[config.mk]
export PLATFORM = sky130hd
export DESIGN_NAME = clkc_ctrl
export DESIGN_NICKNAME = d
export VERILOG_FILES = /design/src/verilog/clkc_ctrl.v /design/src/verilog/clkc_stab.v /design/src/verilog/clkc_switch.v
export VERILOG_INCLUDE_DIRS = /design/src /design/src/verilog
export SDC_FILE = /design/constraint.sdc
export NUM_CORES = 1
export LEC_CHECK = 0
export BUFFER_PORTS_ARGS = -buffer_cell sky130_fd_sc_hd__buf_4
export CAP_MARGIN = 5
export CORE_ASPECT_RATIO = 0.7
export CORE_MARGIN = 1.5
export CORE_UTILIZATION = 25
export CTS_BUF_LIST = sky130_fd_sc_hd__clkbuf_8
export DETAILED_ROUTE_END_ITERATION = 8
export SYNTH_ARGS = -nofsm -noshare
export SYNTH_HDL_FRONTEND = slang
export SYNTH_SLANG_ARGS = --single-unit
[constraint.sdc]
create_clock -name clk_sys -period 5.4 [get_ports clk_sys]
set_input_delay 0.27 -clock clk_sys [delete_from_list [all_inputs] [get_ports clk_sys]]
set_output_delay 0.27 -clock clk_sys [all_outputs]
set_load 0.1 [all_outputs]
[src/verilog/clkc_defs.vh]
// constants shared by the clock control block: offsets, fields, resets, timing
`ifndef CLKC_DEFS_VH
`define CLKC_DEFS_VH

// ****************************************************************
// register byte offsets on the apb bus
// ****************************************************************
`define CLKC_OFF_SYS_CLK_CTRL 4'h0
`define CLKC_OFF_INT_FAST_CTRL 4'h4
`define CLKC_OFF_EXT_FAST_CTRL 4'h8
`define CLKC_OFF_EXT_SLOW_CTRL 4'hc

// ****************************************************************
// reset values of the four 8-bit registers
// ****************************************************************
`define CLKC_RST_SYS_CLK_CTRL 8'h00
`define CLKC_RST_INT_FAST_CTRL 8'h01
`define CLKC_RST_EXT_FAST_CTRL 8'h00
`define CLKC_RST_EXT_SLOW_CTRL 8'h00

// ****************************************************************
// field positions
// ****************************************************************
`define CLKC_DIV_HI 7
`define CLKC_DIV_LO 5
`define CLKC_HS_SRC 3
`define CLKC_LS_SRC 2
`define CLKC_HS_KEEP 1
`define CLKC_LS_KEEP 0
`define CLKC_FREQ_HI 3
`define CLKC_FREQ_LO 2
`define CLKC_MODE_BIT 2
`define CLKC_STABLE_BIT 1
`define CLKC_EN_BIT 0

// ****************************************************************
// encodings
// ****************************************************************
`define CLKC_DIV_SLOW 3'h7
`define CLKC_FREQ_8M 2'h0
`define CLKC_FREQ_12M 2'h1
`define CLKC_FREQ_16M 2'h2

// ****************************************************************
// timing: switch delay in current clock periods, plus resync allowance
// ****************************************************************
`define CLKC_SW_BASE_PER 4
`define CLKC_SW_EXTRA_PER 1
`define CLKC_SW_CYC (`CLKC_SW_BASE_PER + `CLKC_SW_EXTRA_PER)

`endif

[src/verilog/clkc_ctrl.v]
// clock and oscillator control block with apb register access
//
// Function
// - divider codes 0-6 divide fast clock, 7 selects slow
// - source bits pick internal or external oscillator
// - halt keeps fast or slow clock by idle bits
// - clock switch completes within bounded switch delay
// - internal fast frequency field: 8/12/16 MHz, resets zero
// - new internal frequency applied once stable flag high
// - internal enable or frequency change restarts stable flag
// - internal fast enable bit resets to one
// - drive mode frozen while crystal pins and oscillator on
// - external fast enable restarts its stable flag
// - external fast enable bit resets to zero
// - speed-up bit selects fast-start slow crystal mode
// - speed-up bit locked while slow crystal is system clock
// - slow crystal enable restarts its stable flag
// - slow crystal enable bit resets to zero
// - unimplemented bits read zero, writes ignored
`timescale 1ns/100ps
`include "clkc_defs.vh"
module clkc_ctrl #(
	parameter ADDR_W = 4,
	parameter STAB_CNT_W = 20,
	parameter INT_FAST_STAB_CYC = 2048,
	parameter EXT_FAST_STAB_CYC = 4096,
	parameter EXT_SLOW_FAST_CYC = 65536,
	parameter EXT_SLOW_SLOW_CYC = 262144
)(
	input wire clk_sys,
	input wire sys_rst,
	input wire psel,
	input wire penable,
	input wire pwrite,
	input wire [ADDR_W-1:0] paddr,
	input wire [31:0] pwdata,
	output reg [31:0] prdata,
	output reg pready,
	output reg pslverr,
	input wire cpu_halt,
	input wire xtal_pins_en,
	output reg int_fast_osc_run,
	output reg [1:0] int_fast_freq_out,
	output reg ext_fast_osc_run,
	output reg ext_fast_drive_out,
	output reg ext_slow_osc_run,
	output reg ext_slow_speedup_out,
	output reg [2:0] sys_clk_div_out,
	output reg hs_source_out,
	output reg ls_source_out,
	output reg sys_on_slow,
	output reg hs_clk_on,
	output reg ls_clk_on,
	output reg sleep_mode,
	output reg clk_switching
);

	// ****************************************************************
	// register storage
	// ****************************************************************
	reg [2:0] sys_clk_div_sel;
	reg hs_source_sel;
	reg ls_source_sel;
	reg hs_idle_keep;
	reg ls_idle_keep;
	reg [1:0] int_fast_freq_sel;
	reg int_fast_osc_en;
	reg ext_fast_drive_mode;
	reg ext_fast_osc_en;
	reg ext_slow_speedup;
	reg ext_slow_osc_en;

	wire int_fast_stable;
	wire ext_fast_stable;
	wire ext_slow_stable;

	// ****************************************************************
	// apb decode
	// ****************************************************************
	wire acc_phase;
	wire wr_take;
	wire hit_scc;
	wire hit_ifc;
	wire hit_efc;
	wire hit_esc;
	wire mapped;
	reg [7:0] rd_byte;

	// answer one cycle into the access phase; write lands on the pready edge
	assign acc_phase = psel & penable & ~pready;
	assign wr_take = psel & penable & pready & pwrite;
	assign hit_scc = (paddr == `CLKC_OFF_SYS_CLK_CTRL);
	assign hit_ifc = (paddr == `CLKC_OFF_INT_FAST_CTRL);
	assign hit_efc = (paddr == `CLKC_OFF_EXT_FAST_CTRL);
	assign hit_esc = (paddr == `CLKC_OFF_EXT_SLOW_CTRL);
	assign mapped = hit_scc | hit_ifc | hit_efc | hit_esc;

	// read mux; unimplemented positions are zero
	always @*
	begin
		rd_byte = 8'h00;
		if (hit_scc)
		begin
			rd_byte[`CLKC_DIV_HI:`CLKC_DIV_LO] = sys_clk_div_sel;
			rd_byte[`CLKC_HS_SRC] = hs_source_sel;
			rd_byte[`CLKC_LS_SRC] = ls_source_sel;
			rd_byte[`CLKC_HS_KEEP] = hs_idle_keep;
			rd_byte[`CLKC_LS_KEEP] = ls_idle_keep;
		end
		else if (hit_ifc)
		begin
			rd_byte[`CLKC_FREQ_HI:`CLKC_FREQ_LO] = int_fast_freq_sel;
			rd_byte[`CLKC_STABLE_BIT] = int_fast_stable;
			rd_byte[`CLKC_EN_BIT] = int_fast_osc_en;
		end
		else if (hit_efc)
		begin
			rd_byte[`CLKC_MODE_BIT] = ext_fast_drive_mode;
			rd_byte[`CLKC_STABLE_BIT] = ext_fast_stable;
			rd_byte[`CLKC_EN_BIT] = ext_fast_osc_en;
		end
		else if (hit_esc)
		begin
			rd_byte[`CLKC_MODE_BIT] = ext_slow_speedup;
			rd_byte[`CLKC_STABLE_BIT] = ext_slow_stable;
			rd_byte[`CLKC_EN_BIT] = ext_slow_osc_en;
		end
	end

	// bus answer: registered ready, data and error for an unmapped address
	always @(posedge clk_sys)
	begin
		if (sys_rst)
		begin
			pready <= 1'b0;
			prdata <= 32'h0000_0000;
			pslverr <= 1'b0;
		end
		else
		begin
			pready <= acc_phase;
			// error stands only beside its ready pulse
			pslverr <= acc_phase & ~mapped;
			if (acc_phase)
				prdata <= {24'h00_0000, rd_byte};
		end
	end

	// ****************************************************************
	// write side effects and guarded fields
	// ****************************************************************
	wire [7:0] wb;
	wire ifc_restart;
	wire efc_restart;
	wire esc_restart;
	wire drive_locked;
	wire speedup_locked;

	assign wb = pwdata[7:0];
	// a write that sets enable from zero or alters the frequency restarts settling
	assign ifc_restart = wr_take & hit_ifc &
		((wb[`CLKC_EN_BIT] & ~int_fast_osc_en) |
		(wb[`CLKC_FREQ_HI:`CLKC_FREQ_LO] != int_fast_freq_sel));
	assign efc_restart = wr_take & hit_efc & wb[`CLKC_EN_BIT] & ~ext_fast_osc_en;
	assign esc_restart = wr_take & hit_esc & wb[`CLKC_EN_BIT] & ~ext_slow_osc_en;
	// drive current may not move under a running crystal
	assign drive_locked = xtal_pins_en & ext_fast_osc_en;
	// slow crystal as system clock pins the speed-up choice
	assign speedup_locked = (sys_clk_div_sel == `CLKC_DIV_SLOW) & ls_source_sel;

	// reset images as 8-bit words so each field is cut out at its own width
	localparam [7:0] RST_SCC = `CLKC_RST_SYS_CLK_CTRL;
	localparam [7:0] RST_IFC = `CLKC_RST_INT_FAST_CTRL;
	localparam [7:0] RST_EFC = `CLKC_RST_EXT_FAST_CTRL;
	localparam [7:0] RST_ESC = `CLKC_RST_EXT_SLOW_CTRL;

	// register writes; bits outside the fields are dropped
	always @(posedge clk_sys)
	begin
		if (sys_rst)
		begin
			sys_clk_div_sel <= RST_SCC[`CLKC_DIV_HI:`CLKC_DIV_LO];
			hs_source_sel <= RST_SCC[`CLKC_HS_SRC];
			ls_source_sel <= RST_SCC[`CLKC_LS_SRC];
			hs_idle_keep <= RST_SCC[`CLKC_HS_KEEP];
			ls_idle_keep <= RST_SCC[`CLKC_LS_KEEP];
			int_fast_freq_sel <= RST_IFC[`CLKC_FREQ_HI:`CLKC_FREQ_LO];
			int_fast_osc_en <= RST_IFC[`CLKC_EN_BIT];
			ext_fast_drive_mode <= RST_EFC[`CLKC_MODE_BIT];
			ext_fast_osc_en <= RST_EFC[`CLKC_EN_BIT];
			ext_slow_speedup <= RST_ESC[`CLKC_MODE_BIT];
			ext_slow_osc_en <= RST_ESC[`CLKC_EN_BIT];
		end
		else if (wr_take)
		begin
			if (hit_scc)
			begin
				sys_clk_div_sel <= wb[`CLKC_DIV_HI:`CLKC_DIV_LO];
				hs_source_sel <= wb[`CLKC_HS_SRC];
				ls_source_sel <= wb[`CLKC_LS_SRC];
				hs_idle_keep <= wb[`CLKC_HS_KEEP];
				ls_idle_keep <= wb[`CLKC_LS_KEEP];
			end
			if (hit_ifc)
			begin
				int_fast_freq_sel <= wb[`CLKC_FREQ_HI:`CLKC_FREQ_LO];
				int_fast_osc_en <= wb[`CLKC_EN_BIT];
			end
			if (hit_efc)
			begin
				if (!drive_locked)
					ext_fast_drive_mode <= wb[`CLKC_MODE_BIT];
				ext_fast_osc_en <= wb[`CLKC_EN_BIT];
			end
			if (hit_esc)
			begin
				if (!speedup_locked)
					ext_slow_speedup <= wb[`CLKC_MODE_BIT];
				ext_slow_osc_en <= wb[`CLKC_EN_BIT];
			end
		end
	end

	// ****************************************************************
	// halt handling and oscillator run requests
	// ****************************************************************
	wire hs_keep_now;
	wire ls_keep_now;
	wire next_int_fast_run;
	wire next_ext_fast_run;
	wire next_ext_slow_run;

	// on halt each clock survives only with its idle keep bit
	assign hs_keep_now = ~cpu_halt | hs_idle_keep;
	assign ls_keep_now = ~cpu_halt | ls_idle_keep;
	assign next_int_fast_run = int_fast_osc_en & hs_keep_now;
	assign next_ext_fast_run = ext_fast_osc_en & hs_keep_now;
	assign next_ext_slow_run = ext_slow_osc_en & ls_keep_now;

	// registered oscillator controls and operating mode status
	always @(posedge clk_sys)
	begin
		if (sys_rst)
		begin
			int_fast_osc_run <= 1'b0;
			ext_fast_osc_run <= 1'b0;
			ext_slow_osc_run <= 1'b0;
			ext_fast_drive_out <= 1'b0;
			ext_slow_speedup_out <= 1'b0;
			hs_clk_on <= 1'b0;
			ls_clk_on <= 1'b0;
			sleep_mode <= 1'b0;
		end
		else
		begin
			int_fast_osc_run <= next_int_fast_run;
			ext_fast_osc_run <= next_ext_fast_run;
			ext_slow_osc_run <= next_ext_slow_run;
			ext_fast_drive_out <= ext_fast_drive_mode;
			ext_slow_speedup_out <= ext_slow_speedup;
			hs_clk_on <= hs_keep_now;
			ls_clk_on <= ls_keep_now;
			sleep_mode <= cpu_halt & ~hs_idle_keep & ~ls_idle_keep;
		end
	end

	// ****************************************************************
	// stabilisation timers; flags low while stopped and after reset
	// ****************************************************************
	clkc_stab #(
		.CNT_W(STAB_CNT_W),
		.FAST_CYC(INT_FAST_STAB_CYC),
		.SLOW_CYC(INT_FAST_STAB_CYC)
	) u_int_fast_stab (
		.clk_sys(clk_sys),
		.sys_rst(sys_rst),
		.osc_run(next_int_fast_run),
		.restart(ifc_restart),
		.fast_start(1'b1),
		.stable(int_fast_stable)
	);

	clkc_stab #(
		.CNT_W(STAB_CNT_W),
		.FAST_CYC(EXT_FAST_STAB_CYC),
		.SLOW_CYC(EXT_FAST_STAB_CYC)
	) u_ext_fast_stab (
		.clk_sys(clk_sys),
		.sys_rst(sys_rst),
		.osc_run(next_ext_fast_run),
		.restart(efc_restart),
		.fast_start(1'b1),
		.stable(ext_fast_stable)
	);

	// speed-up trades power for a shorter settling time
	clkc_stab #(
		.CNT_W(STAB_CNT_W),
		.FAST_CYC(EXT_SLOW_FAST_CYC),
		.SLOW_CYC(EXT_SLOW_SLOW_CYC)
	) u_ext_slow_stab (
		.clk_sys(clk_sys),
		.sys_rst(sys_rst),
		.osc_run(next_ext_slow_run),
		.restart(esc_restart),
		.fast_start(ext_slow_speedup),
		.stable(ext_slow_stable)
	);

	// internal frequency follows the field only while the oscillator is settled
	always @(posedge clk_sys)
	begin
		if (sys_rst)
			int_fast_freq_out <= `CLKC_FREQ_8M;
		else if (int_fast_stable)
			int_fast_freq_out <= int_fast_freq_sel;
	end

	// ****************************************************************
	// clock selection switch
	// ****************************************************************
	wire [4:0] sel_target;
	wire [4:0] sel_applied;
	wire sel_busy;

	assign sel_target = {sys_clk_div_sel, hs_source_sel, ls_source_sel};

	// bounded delay hides the glitch-free handover between clock trees
	clkc_switch #(
		.SEL_W(5)
	) u_switch (
		.clk_sys(clk_sys),
		.sys_rst(sys_rst),
		.target(sel_target),
		.applied(sel_applied),
		.busy(sel_busy)
	);

	// applied selection drives the clock tree muxes
	always @(posedge clk_sys)
	begin
		if (sys_rst)
		begin
			sys_clk_div_out <= 3'h0;
			hs_source_out <= 1'b0;
			ls_source_out <= 1'b0;
			sys_on_slow <= 1'b0;
			clk_switching <= 1'b0;
		end
		else
		begin
			sys_clk_div_out <= sel_applied[4:2];
			hs_source_out <= sel_applied[1];
			ls_source_out <= sel_applied[0];
			sys_on_slow <= (sel_applied[4:2] == `CLKC_DIV_SLOW);
			clk_switching <= sel_busy | (sel_target != sel_applied);
		end
	end

endmodule

[src/verilog/clkc_stab.v]
// oscillator stabilisation timer producing one stable flag
`timescale 1ns/100ps
module clkc_stab #(
	parameter CNT_W = 16,
	parameter FAST_CYC = 1024,
	parameter SLOW_CYC = 4096
)(
	input wire clk_sys,
	input wire sys_rst,
	input wire osc_run,
	input wire restart,
	input wire fast_start,
	output reg stable
);
	reg [CNT_W-1:0] cnt;
	wire [CNT_W-1:0] limit;

	// fast start picks the shorter settling time
	assign limit = fast_start ? FAST_CYC[CNT_W-1:0] : SLOW_CYC[CNT_W-1:0];

	// flag drops on stop or restart, then rises once the count elapses
	always @(posedge clk_sys)
	begin
		if (sys_rst || !osc_run || restart)
		begin
			cnt <= {CNT_W{1'b0}};
			stable <= 1'b0;
		end
		else if (!stable)
		begin
			if (cnt == limit - 1'b1)
				stable <= 1'b1;
			else
				cnt <= cnt + 1'b1;
		end
	end
endmodule

[src/verilog/clkc_switch.v]
// clock selection switcher: applies a new selection after the switch delay
`timescale 1ns/100ps
`include "clkc_defs.vh"
module clkc_switch #(
	parameter SEL_W = 5
)(
	input wire clk_sys,
	input wire sys_rst,
	input wire [SEL_W-1:0] target,
	output reg [SEL_W-1:0] applied,
	output reg busy
);
	reg [SEL_W-1:0] pend;
	reg [3:0] cnt;

	// a change made during a switch restarts the wait for the newest target
	always @(posedge clk_sys)
	begin
		if (sys_rst)
		begin
			applied <= {SEL_W{1'b0}};
			pend <= {SEL_W{1'b0}};
			busy <= 1'b0;
			cnt <= 4'h0;
		end
		else if (busy && target != pend)
		begin
			pend <= target;
			cnt <= 4'h0;
		end
		else if (busy)
		begin
			if (cnt == `CLKC_SW_CYC - 2)
			begin
				applied <= pend;
				busy <= 1'b0;
			end
			else
				cnt <= cnt + 4'h1;
		end
		else if (target != applied)
		begin
			pend <= target;
			busy <= 1'b1;
			cnt <= 4'h0;
		end
	end
endmodule

## Yosys cells after proc, flatten, opt, wreduce, memory -nomap -nowiden

Index checks and enable logic that the tools add are counted.

| word-level totals | value |
|---|---|
| register bits after elaboration | 118 |
| bits in latches | 0 |
| memory bits (writable) | 0 |
| memory bits (read-only) | 0 |
| input port bits | 43 |
| output and inout port bits | 51 |
| logic and storage cells | 150 |
| memories kept | 0 |

| operators by class | value |
|---|---|
| add/subtract/negate cells | 5 |
| multiply operators | 0 |
| divide/modulo/power cells | 0 |
| order comparisons | 0 |
| equality and inequality tests | 14 |
| shifts and indexed selects | 0 |
| muxes and demuxes | 22 |
| bitwise logic cells | 45 |
| reductions and logical operators | 26 |

Operators with widths:

| kind | count |
|---|---|
| 20-bit by 1-bit adder with 20-bit output (second input constant) | 3 |
| 1-bit bitwise AND | 21 |
| 20-bit by 11-bit equality test with 1-bit output (second input constant) | 1 |
| 20-bit by 12-bit equality test with 1-bit output (second input constant) | 1 |
| 20-bit equality test | 1 |
| 20-bit by 1-bit subtractor with 20-bit output (second input constant) | 1 |
| 19-bit 2-to-1 mux | 1 |
| 2-bit AND reduction | 9 |
| 1-bit NOT | 17 |
| 4-bit 2-to-1 mux | 4 |
| 5-bit 2-to-1 mux | 3 |
| 3-bit 2-to-1 mux | 4 |
| 1-bit 2-to-1 mux | 10 |
| 5-bit inequality test | 2 |
| 3-bit AND reduction | 3 |
| 4-bit equality test (second input constant) | 2 |
| 1-bit OR | 7 |
| 3-bit equality test (second input constant) | 2 |
| 1-bit logical OR | 6 |
| 4-bit by 1-bit adder with 4-bit output (second input constant) | 1 |
| 4-bit by 2-bit equality test with 1-bit output (second input constant) | 1 |
| 4-bit by 3-bit equality test with 1-bit output (second input constant) | 1 |
| 4-bit logical NOT | 1 |
| 2-bit inequality test (second input constant) | 2 |
| 5 further kinds | 8 |

## Depth between registers and ports, before layout

Gate-level depths: netlist (run 1).

| depth | value |
|---|---|
| depth after elaboration | 7 |
| mapped depth | 7 |
| mapped depth without buffers | 6 |

## Cells and area by module

Synthesis (run 1) repeated with hierarchy kept, for this count alone.

| second synthesis, totals | value |
|---|---|
| cell total of the unflattened synthesis | 668 |
| area, all modules | 6050.8 µm² |

By module, submodules not included:

| module | instances | cells an instance | area an instance (µm²) | sequential area each (µm²) |
|---|---|---|---|---|
| clkc_ctrl | 1 | 198 | 1863.0 | 800.8 |
| clkc_stab (u_ext_fast_stab) | 1 | 129 | 1147.4 | 420.4 |
| clkc_stab (u_ext_slow_stab) | 1 | 126 | 1134.8 | 420.4 |
| clkc_stab (u_int_fast_stab) | 1 | 132 | 1113.6 | 420.4 |
| clkc_switch | 1 | 83 | 792.0 | 300.3 |

## Worst setup path before layout (run 1)

Ideal clock, no wire load.

| timing path | value |
|---|---|
| path kind | reg2reg |
| from | reg pready |
| to | reg u_int_fast_stab.stable |
| library setup time | 0.126 ns |
| arrival time | 2.453 ns |
| required time | 5.274 ns |
| slack | 2.821 ns |
| stages on the path, launching flop included | 7 |
| buffers on the path | 2 |
| clock period less this slack | 2.579 ns |
| cells stage by stage | dfxtp_1 nand4_1 or4b_1 clkbuf_1 o21ai_1 buf_2 nor2_1 |

| between the ends | value |
|---|---|
| word-level cells in the longest chain between the ends | 5 |

Ends and longest elaborated chain:

| element | RTL line | RTL |
|---|---|---|
| start, declared | clkc_ctrl.v:38 | `output reg pready,` |
| start signal, assigned | clkc_ctrl.v:141 | `pready <= acc_phase;` |
| 1-bit bitwise AND (2 in a row) | clkc_ctrl.v:91 | `assign wr_take = psel & penable & pready & pwrite;` |
| 1-bit bitwise AND (2 in a row) | clkc_ctrl.v:161 | `assign ifc_restart = wr_take & hit_ifc &` |
| 1-bit logical OR | clkc_stab.v:24 | `if (sys_rst \|\| !osc_run \|\| restart)` |
| end signal, assigned | clkc_stab.v:27 | `stable <= 1'b0;` |
| end signal, assigned | clkc_stab.v:32 | `stable <= 1'b1;` |
| end, declared | clkc_stab.v:13 | `output reg stable` |

No other way between the ends.
A chain may end at the register's enable or synchronous reset.

## Worst setup path in the final report (run 1)

| timing path | value |
|---|---|
| from | reg ext_slow_speedup |
| to | reg u_ext_slow_stab.cnt[15] |

| between the ends | value |
|---|---|
| word-level cells in the longest chain between the ends | 5 |

Ends and longest elaborated chain:

| element | RTL line | RTL |
|---|---|---|
| start, declared | clkc_ctrl.v:70 | `reg ext_slow_speedup;` |
| start signal, assigned | clkc_ctrl.v:191 | `` ext_slow_speedup <= RST_ESC[`CLKC_MODE_BIT]; `` |
| start signal, assigned | clkc_ctrl.v:218 | `` ext_slow_speedup <= wb[`CLKC_MODE_BIT]; `` |
| 19-bit 2-to-1 mux | clkc_stab.v:19 | `assign limit = fast_start ? FAST_CYC[CNT_W-1:0] : SLOW_CYC[CNT_W-1:0];` |
| 20-bit by 1-bit subtractor with 20-bit output | clkc_stab.v:31 | `if (cnt == limit - 1'b1)` |
| 20-bit equality test | clkc_stab.v:31 |  |
| 1-bit NOT (no source line) | - |  |
| 2-bit AND reduction (no source line) | - |  |
| end signal, assigned | clkc_stab.v:26 | `cnt <= {CNT_W{1'b0}};` |
| end signal, assigned | clkc_stab.v:34 | `cnt <= cnt + 1'b1;` |
| end, declared | clkc_stab.v:15 | `reg [CNT_W-1:0] cnt;` |

No other way between the ends.

==> impl_metrics.yaml, run 1 <==
synth:
  syn_area_per_cell_um2: 8.88
  ys_ff_latch: 118
  ys_dominant_reg_cell: "dfxtp_1"
  netlist_area_um2: 5410
  synth-edff-count: 0
  synth_cell_type_count: 54
  synth_area_leaders: "dfxtp_1 (44%), xor2_1 (6.3%), nor2_1 (6.0%)"
  synthArstFlopShare_pct: 0
  yosysMostFrequentCell: "dfxtp_1"
  yosysWarnings: 0
  yosysTopAreaCellShare_pct: 43.7
  synth.largest_area_cell: "dfxtp_1"
  ys_top_cells_by_count: "dfxtp_1 (118), nor2_1 (87), xor2_1 (39)"
  ys_seq_area_share_pct: 43.7
  postSynthCellCount: 609
clock_tree:
  cts_root_buf: "clkbuf_8"
  clkSlewWorstSetupHoldPaths_ns: 0.08
  clockBufferDepth: 2
  cts_sinks: 118
  cts_resized: 0
  holdBufCountCts: 0
  cts_setup_buffers: 0
  cts_tree: "built"
  htreeDepth: 4
  clk_latency_ns: 0.43
  numCtsBuffers: 17
worst_setup_path:
  worstPathCellList: "and3b_1 -> o21ai_1 -> o211ai_4 -> or3_1 -> a21oi_1"
  crit_type: "reg2reg"
  max_stage_delay_ns: 0.81
  cp.arrival_ns: 2.64
  crit_path_top_delay_cell: "o21ai_1"
  crit_path_end_kind: "flip-flop"
  cp.required_ns: 5.75
  path_max_fanout: 12
  cp-start-kind: "flip-flop"
detailed_routing:
  postRouteWirelength_mm: 11.9
  num_vias: 4142
  wire_per_inst_um: 12.7
  vias_per_cell: 4.42
  dr.pass1.iters: 4
  first_iter_violations: 259
  drc_errors: 0
  drtAntennaViolNets: 0
power:
  power.density_nw_per_um2: 293
  worst_ir_drop_vdd_v: 0.000150
  leakagePower_nw: 2.30
  power_mw: 1.84
timing:
  finalSetupTns_ns: 0
  skew_ns: 0.0151
  hold_ws_ns: 0.0916
  setup_viol: 0
  slew_viol_final: 0
  slew_headroom_pct: 29.5
  worst_pin_slew_ns: 1.05
  rsz0062_at_grt: "false"
  hold_viol: 0
  max_freq_mhz: 435
  fin_crit_ns: 2.30
  setup_ws_ns: 3.10
  min_period_over_period_pct: 42.5
placement:
  place_ws_ns: 3.11
  gp_congestion: 0.761
  place_inst: 906
  placed_cell_area_um2: 5900
  port_buffers: 43
  place_hpwl_mm: 8.43
cells_and_area:
  stdcell_count: 938
  area_delta_synth_final_pct: 16.5
  final_area_um2: 6300
  nNetsFinal: 696
  antenna_cells: 0
  fin_util_pct: 30.0
  drive_gt1_share_pct: 13.9
grt:
  grt_max_degree: 49
  overflow: 0
  grt_pass1_wl_mm: 19.3
  grt_pass1_vias: 3729
  antenna_found_initial: 0
  grt_use_total_pct: 10.9
floorplanning:
  io_pins: 94
  dieArea_um2: 22500
  initial_utilization_pct: 25.8
  rows: 44
  chipHeight_um: 126
  fp.dieW_um: 179
  coreArea_um2: 21000
flow_run:
  maxCapViolations: 0
min_path:
  hold_class: "in2reg"
run_status:
  outcome: "finished, final reports clean"
area by class of cell:
cell class | instances | area [µm²]
fillers | 2230 | 14700
multi-input cells | 457 | 2820
flip-flops and latches | 118 | 2360
well taps | 276 | 345
repair buffers | 44 | 330
clock buffers | 18 | 248
clock inverters | 14 | 159
inverters | 11 | 41.3
flip-flops by register name, indices dropped and copies added, names as in the netlist, 2 cells and up:
signal / flops
int_fast_freq_out: 2
int_fast_freq_sel: 2
prdata: 7
sys_clk_div_out: 3
sys_clk_div_sel: 3
u_ext_fast_stab.cnt: 20
u_ext_slow_stab.cnt: 20
u_int_fast_stab.cnt: 20
u_switch.applied: 5
u_switch.cnt: 4
u_switch.pend: 5
where the power goes:
group	leakage, nW	internal [mW]	total (mW)	switching, mW
logic	1.13	0.0199	0.143	0.123
clock network	0.212	0.465	0.824	0.359
registers	0.952	0.874	0.877	0.00265
total	2.30	1.36	1.84	0.485
worst paths after layout:
| path | endpoint | startpoint | slack, ns | cells after the start |
|---|---|---|---|---|
| hold reg to reg | prdata[5] | prdata[5] | 0.46 | 2 |
| setup / recovery | u_ext_slow_stab.cnt[15] | ext_slow_speedup | 3.10 | 5 |
| hold / removal | sys_clk_div_sel[0] | pwdata[5] | 0.09 | 3 |
| setup reg to reg | u_ext_slow_stab.cnt[15] | ext_slow_speedup | 3.10 | 5 |
metal layers:
layer	GRT usage (%)	vias to the layer above	routed length, µm
met2	14.4	71	4830
met5	0	-	0
met4	2.65	0	65
met3	4.08	8	586
met1	16.3	1912	6430
li1	-	2151	-
kinds of logic after synthesis:
| group | count (synthesis) | share of synthesized area, % |
|---|---|---|
| compound gates | 70 | 8.26 |
| xor+xnor | 56 | 9.07 |
| simple gates | 275 | 26.8 |
| mux | 27 | 5.27 |
| other cells | 1 | 0.0693 |
| flops | 118 | 43.7 |
| buf+inv | 58 | 5.94 |
| fa+ha+maj | 4 | 0.925 |
worst max-delay path, delay by kind of cell, from the launching register on:
family	cells	cell delay, ns
flops	1	0.41
simple gates	2	0.59
compound gates	3	1.20
layout by cell type, fill, tap and decap left out, types with 4 or more instances in the layout:
master / netlist / layout
dfxtp_1: 118 / 118
nor2_1: 87 / 87
buf_4: 26 / 44
xor2_1: 39 / 39
nand2_1: 35 / 35
nand3_1: 33 / 33
conb_1: 1 / 25
nor3_1: 24 / 24
mux2i_1: 24 / 24
a21oi_1: 21 / 21
clkbuf_8: 0 / 18
xnor2_1: 17 / 17
nand4_1: 16 / 16
inv_1: 11 / 13
o21ai_1: 12 / 12
and3_1: 11 / 11
nand2b_1: 11 / 11
nor2b_1: 10 / 10
o21ai_0: 10 / 10
o211ai_1: 9 / 9
and2_1: 5 / 5
nor4_1: 5 / 5
a211oi_1: 5 / 5
or3_1: 5 / 5
or2_2: 4 / 4
or4_1: 4 / 4
ha_1: 4 / 4
clkinv_2: 0 / 4
No activity file was read; power rests on OpenSTA's default activity.
==> run 2: changes to the inputs <==
Settings changed: ABC_AREA set to 1.
Clock period 5.4 ns to 2.1 ns, I/O delays scaled along.
==> impl_metrics.yaml, run 2 <==
detailed_routing:
  first_iter_violations: 343
  postRouteWirelength_mm: 15.1
  wire_per_inst_um: 11.4
  drc_errors: 0
  num_vias: 5595
  drtAntennaViolNets: 0
  vias_per_cell: 4.23
  dr.pass1.iters: 7
run_status:
  outcome: "finished, final reports clean"
grt:
  grt_pass1_vias: 4818
  antenna_found_initial: 0
  grt_use_total_pct: 11.8
  grt_pass1_wl_mm: 24.5
  grt_util_met3_pct: 2.91
  overflow: 0
  globalRoute.busiestLayer: "met1"
  grt_max_degree: 36
  met1_usage_pct: 17.9
  grtUsageMet2_pct: 16.2
timing:
  min_period_over_period_pct: 85.5
  setup_viol: 0
  rsz0062_at_grt: "false"
  worst_pin_slew_ns: 0.529
  slew_headroom_pct: 64.7
  hold_viol: 0
  fin_crit_ns: 1.80
  setup_ws_ns: 0.303
  max_freq_mhz: 557
  finalSetupTns_ns: 0
  slew_viol_final: 0
  skew_ns: 0.0146
flow_run:
  maxCapViolations: 0
worst_setup_path:
  cp-startpoint: "u_ext_slow_stab.cnt[0]"
  cp.required_ns: 2.43
  r2r_end: "u_ext_slow_stab.cnt[3]"
  path_max_fanout: 18
  r2r.worst_path.cells: 10
  cp.arrival_ns: 2.12
  crit_type: "reg2reg"
  cp-start-kind: "flip-flop"
  reg2reg_slack_ns: 0.30
  crit_path_end_kind: "flip-flop"
  r2r-start: "u_ext_slow_stab.cnt[0]"
clock_tree:
  numCtsBuffers: 17
  htreeDepth: 4
  cts_tree: "built"
  cts_root_buf: "clkbuf_8"
  clockBufferDepth: 2
  cts_setup_buffers: 0
  clkSlewWorstSetupHoldPaths_ns: 0.07
  cts_sinks: 118
  clk_latency_ns: 0.43
synth:
  ys_top_cells_by_count: "nand2_1 (253), nor2_1 (145), dfxtp_1 (118)"
  postSynthCellCount: 919
  synth.largest_area_cell: "dfxtp_1"
  ys_seq_area_share_pct: 37.9
  synth_area_leaders: "dfxtp_1 (38%), nand2_1 (15%), nor2_1 (8.7%)"
  netlist_area_um2: 6230
  ys_dominant_reg_cell: "dfxtp_1"
  synth_cell_type_count: 37
  yosysWarnings: 0
  yosysMostFrequentCell: "nand2_1"
  synth-edff-count: 0
  yosysTopAreaCellShare_pct: 37.9
  ys_ff_latch: 118
  synthArstFlopShare_pct: 0
  syn_area_per_cell_um2: 6.78
cells_and_area:
  drive_gt1_share_pct: 15.0
  multi_input_area_um2: 3310
  reg.largest.list: "u_ext_fast_stab.cnt x20, u_ext_slow_stab.cnt x20, u_int_fast_stab.cnt x20"
  antenna_cells: 0
  nNetsFinal: 1032
  area_delta_synth_final_pct: 17.9
  fillCellCount: 2683
  seqCellArea_um2: 2360
  final_common_cell: "nand2_1"
  fin_util_pct: 29.9
  layout_common_cells: "nand2_1 (253), nor2_1 (145), dfxtp_1 (118)"
floorplanning:
  io_pins: 94
  chipHeight_um: 135
  coreArea_um2: 24600
  fp.dieW_um: 192
  initial_utilization_pct: 25.4
  dieArea_um2: 25900
  rows: 48
power:
  power_mw: 4.87
  power.density_nw_per_um2: 663
  leakagePower_nw: 2.73
  worst_ir_drop_vdd_v: 0.000376
placement:
  gp_congestion: 0.857
  port_buffers: 43
  place_hpwl_mm: 11.0
  place_ws_ns: 0.192
min_path:
  holdPathEnd: "pslverr"
  hold_depth: 3
  hold_class: "in2reg"
  min-delay-start: "paddr[0]"
run 2: worst max-delay path by stage:
stage                         endpoint  cells after the start
2_1_floorplan   u_int_fast_stab.cnt[0]                      6
3_3_place_gp   u_ext_slow_stab.cnt[18]                     11
3_5_place_dp   u_ext_slow_stab.cnt[18]                     11
4_1_cts        u_ext_slow_stab.cnt[18]                     11
5_1_grt         u_ext_slow_stab.cnt[2]                      9
6_report        u_ext_slow_stab.cnt[3]                     10
run 2: power by group:
part	internal, mW	leakage, nW	switching [mW]
sequential	2.25	0.953	0.0132
clock	1.16	0.196	0.988
combinational	0.0763	1.58	0.381
total	3.49	2.73	1.38
run 2: worst max-delay path: stages (launching register included):
cell and delay (ns):
dfxtp_1 0.39, ha_1 0.27, nand2_1 0.10, nor2_2 0.16
nand2_2 0.12, nor2_4 0.14, nand2_2 0.08, nand2_4 0.22
o21ai_0 0.12, inv_1 0.06, nor2_1 0.04
run 2: final cells by class:
| class | count | area share, % |
|---|---|---|
| multi-input combinational | 690 | 45.1 |
| sequential | 118 | 32.1 |
| timing repair buffer | 66 | 7.12 |
| tap | 325 | 5.53 |
| inverter | 92 | 4.73 |
| clock buffer | 17 | 3.18 |
| clock inverter | 15 | 2.23 |
run 2: metal layers:
metal	up-vias	wire length, µm	part of all wire, %
met4	0	91	0.60
met5	-	0	0
met1	2540	8310	55
met2	73	6090	40
met3	7	569	3.8
li1	2975	-	-
run 2: repair_timing:
action	in CTS	in global routing
hold buffers	11	0
endpoints found under the hold margin	26	0
endpoints found under the setup margin	0	2
resized for setup	0	1
run 2: cell families (layout without fill, tap and decap cells):
| kind of cell | after synthesis | after routing | synth area share (%) |
|---|---|---|---|
| simple gates | 502 | 502 | 34.4 |
| buf+inv | 135 | 190 | 10.5 |
| compound gates | 124 | 124 | 11.4 |
| flops | 118 | 118 | 37.9 |
| xor+xnor | 35 | 35 | 4.92 |
| fa+ha+maj | 4 | 4 | 0.803 |
| other cells | 1 | 25 | 0.0602 |
run 2: per-stage QoR:
step / area [µm²] / hold WS, ns / cells
finish: 7350 / 0.0277 / 1323
global placement: 6840 / 0.336 / 1280
detailed placement: 6840 / 0.336 / 1280
CTS: 7350 / 0.00651 / 1323
global route: 7350 / 0.0534 / 1323
floorplan: 6320 / 0.183 / 943
==> run 3: changes to the inputs <==
Settings changed: CORE_UTILIZATION 25 to 45, PLACE_DENSITY set to 0.68, SETUP_SLACK_MARGIN set to 0.15.
==> impl_metrics.yaml, run 3 (synthesis results as in run 2) <==
cells_and_area:
  multi_input_area_um2: 3310
  reg.largest.list: "u_ext_fast_stab.cnt x20, u_ext_slow_stab.cnt x20, u_int_fast_stab.cnt x20"
  antenna_cells: 0
  area_delta_synth_final_pct: 15.6
  fillCellCount: 1280
  drive_gt1_share_pct: 15.1
  layout_common_cells: "nand2_1 (253), nor2_1 (144), dfxtp_1 (117)"
  final_common_cell: "nand2_1"
  seqCellArea_um2: 2360
  nNetsFinal: 1032
  fin_util_pct: 54.0
timing:
  slew_headroom_pct: 65.2
  worst_pin_slew_ns: 0.521
  fin_crit_ns: 1.73
  min_period_over_period_pct: 82.6
  finalSetupTns_ns: 0
  setup_viol: 0
  slew_viol_final: 0
  hold_ws_ns: 0.179
  skew_ns: 0.0194
  max_freq_mhz: 576
  rsz0062_at_grt: "false"
  hold_viol: 0
detailed_routing:
  drtAntennaViolNets: 0
  postRouteWirelength_mm: 14.4
  wire_per_inst_um: 12.2
  first_iter_violations: 440
  drc_errors: 0
  vias_per_cell: 4.74
  num_vias: 5607
  dr.pass1.iters: 6
grt:
  overflow: 0
  met1_usage_pct: 33.5
  grt_use_total_pct: 20.9
  globalRoute.busiestLayer: "met1"
  grtUsageMet2_pct: 26.8
  grt_max_degree: 36
  antenna_found_initial: 0
  grt_pass1_vias: 4844
  grt_pass1_wl_mm: 23.9
  grt_util_met3_pct: 5.39
floorplanning:
  rows: 35
  fp.dieW_um: 144
  dieArea_um2: 14600
  chipHeight_um: 101
  coreArea_um2: 13400
  initial_utilization_pct: 46.7
  io_pins: 94
worst_setup_path:
  cp.arrival_ns: 2.03
  critPathBufInv: 1
  cp-start-kind: "flip-flop"
  crit_path_top_delay_cell: "dfxtp_1"
  cp_top_family: "simple AND/OR/NAND/NOR gates"
  crit_path_end_kind: "flip-flop"
  r2r-start: "u_ext_fast_stab.cnt[0]"
  crit_type: "reg2reg"
  cp-startpoint: "u_ext_fast_stab.cnt[0]"
  cp.required_ns: 2.39
  r2r_end: "u_ext_fast_stab.cnt[17]"
  reg2reg_slack_ns: 0.37
  r2r.worst_path.cells: 10
  path_max_fanout: 20
  max_stage_delay_ns: 0.45
  worstPathCellList: "ha_1 -> nand2_2 -> nor2_4 -> nand2_4 -> nor2_4 -> nand2_4 -> nand2_8 -> inv_4 -> nand2_1 -> a21oi_1"
clock_tree:
  numCtsBuffers: 17
  cts_root_buf: "clkbuf_8"
  cts_tree: "built"
  clockBufferDepth: 2
  clk_latency_ns: 0.44
  htreeDepth: 4
  cts_sinks: 118
  clkSlewWorstSetupHoldPaths_ns: 0.08
power:
  comb_power_share_pct: 9.4
  pwr-share-clk_pct: 44.3
  internal_power_mw: 3.46
  worst_ir_drop_vdd_v: 0.000356
  power.density_nw_per_um2: 679
  switchingPower_mw: 1.44
  p_seq_share_pct: 46.3
  leakagePower_nw: 2.75
  p_sw_share_pct: 29.4
run_status:
  outcome: "finished, final reports clean"
flow_run:
  maxCapViolations: 0
min_path:
  min-delay-start: "penable"
  hold_depth: 6
  hold_class: "in2reg"
  holdPathEnd: "pready"
placement:
  place_hpwl_mm: 10.5
  gp_congestion: 0.878
  port_buffers: 43
==> run 3: cell count changes in the layout (fill, tap and decap cells not counted), sizes merged <==
cell and delta:
clkbuf +1, bufinv -1, buf -2, clkinv +1
dlygate4sd3 +2, inv +3, clkinvlp -4
==> run 3: worst reg2reg max path, stage by stage (launching register included) <==
cell     delay (ns)
dfxtp_1        0.45
ha_1           0.22
nand2_2        0.08
nor2_4         0.14
nand2_4        0.09
nor2_4         0.12
nand2_4        0.08
nand2_8        0.14
inv_4          0.12
nand2_1        0.10
a21oi_1        0.06
==> run 3: power groups by stage <==
stage	Clock (mW)	Sequential (mW)	Combinational [mW]
detailed placement	0	2.32	0.440
floorplan	0	2.42	0.298
global route	2.32	2.27	0.482
CTS	2.22	2.26	0.460
global placement	0	2.32	0.438
finish	2.17	2.26	0.462
==> run 3: repair_timing <==
action,CTS,global route
hold endpoints to repair,26,0
gates resized for setup,0,1
buffers inserted,0,0
setup endpoints to repair,0,5
hold buffers,13,0
==> run 3: metal layers <==
layer | share of wire (%) | vias to the layer above
met5 | 0 | -
met4 | 0.62 | 0
met3 | 6.8 | 7
met2 | 37 | 166
met1 | 56 | 2453
li1 | - | 2981
==> run 3: layout make-up <==
cell class	count	area share, %
sequential	118	32.8
multi-input combinational	690	45.9
clock inverter	14	2.31
inverter	92	4.83
clock buffer	18	3.44
tap	185	3.21
timing repair buffer	66	7.50
==> run 3: worst max-delay path by stage <==
stage | slack [ns] | cells after the start | end
detailed placement | 0.36 | 10 | u_ext_fast_stab.cnt[17]
global route | 0.16 | 6 | u_switch.applied[2]
finish | 0.37 | 10 | u_ext_fast_stab.cnt[17]
floorplan | 0.37 | 6 | u_int_fast_stab.cnt[0]
global placement | 0.39 | 10 | u_ext_fast_stab.cnt[17]
CTS | 0.34 | 10 | u_ext_fast_stab.cnt[17]
==> run 3: metrics by stage <==
stage          power, mW  std cells  setup slack [ns]  area, µm²
2_1_floorplan       2.71        943             0.367       6320
3_3_place_gp        2.75       1138             0.392       6660
3_5_place_dp        2.76       1138             0.364       6660
4_1_cts             4.95       1183             0.344       7210
5_1_grt             5.07       1183             0.165       7210
6_report            4.89       1183             0.365       7210
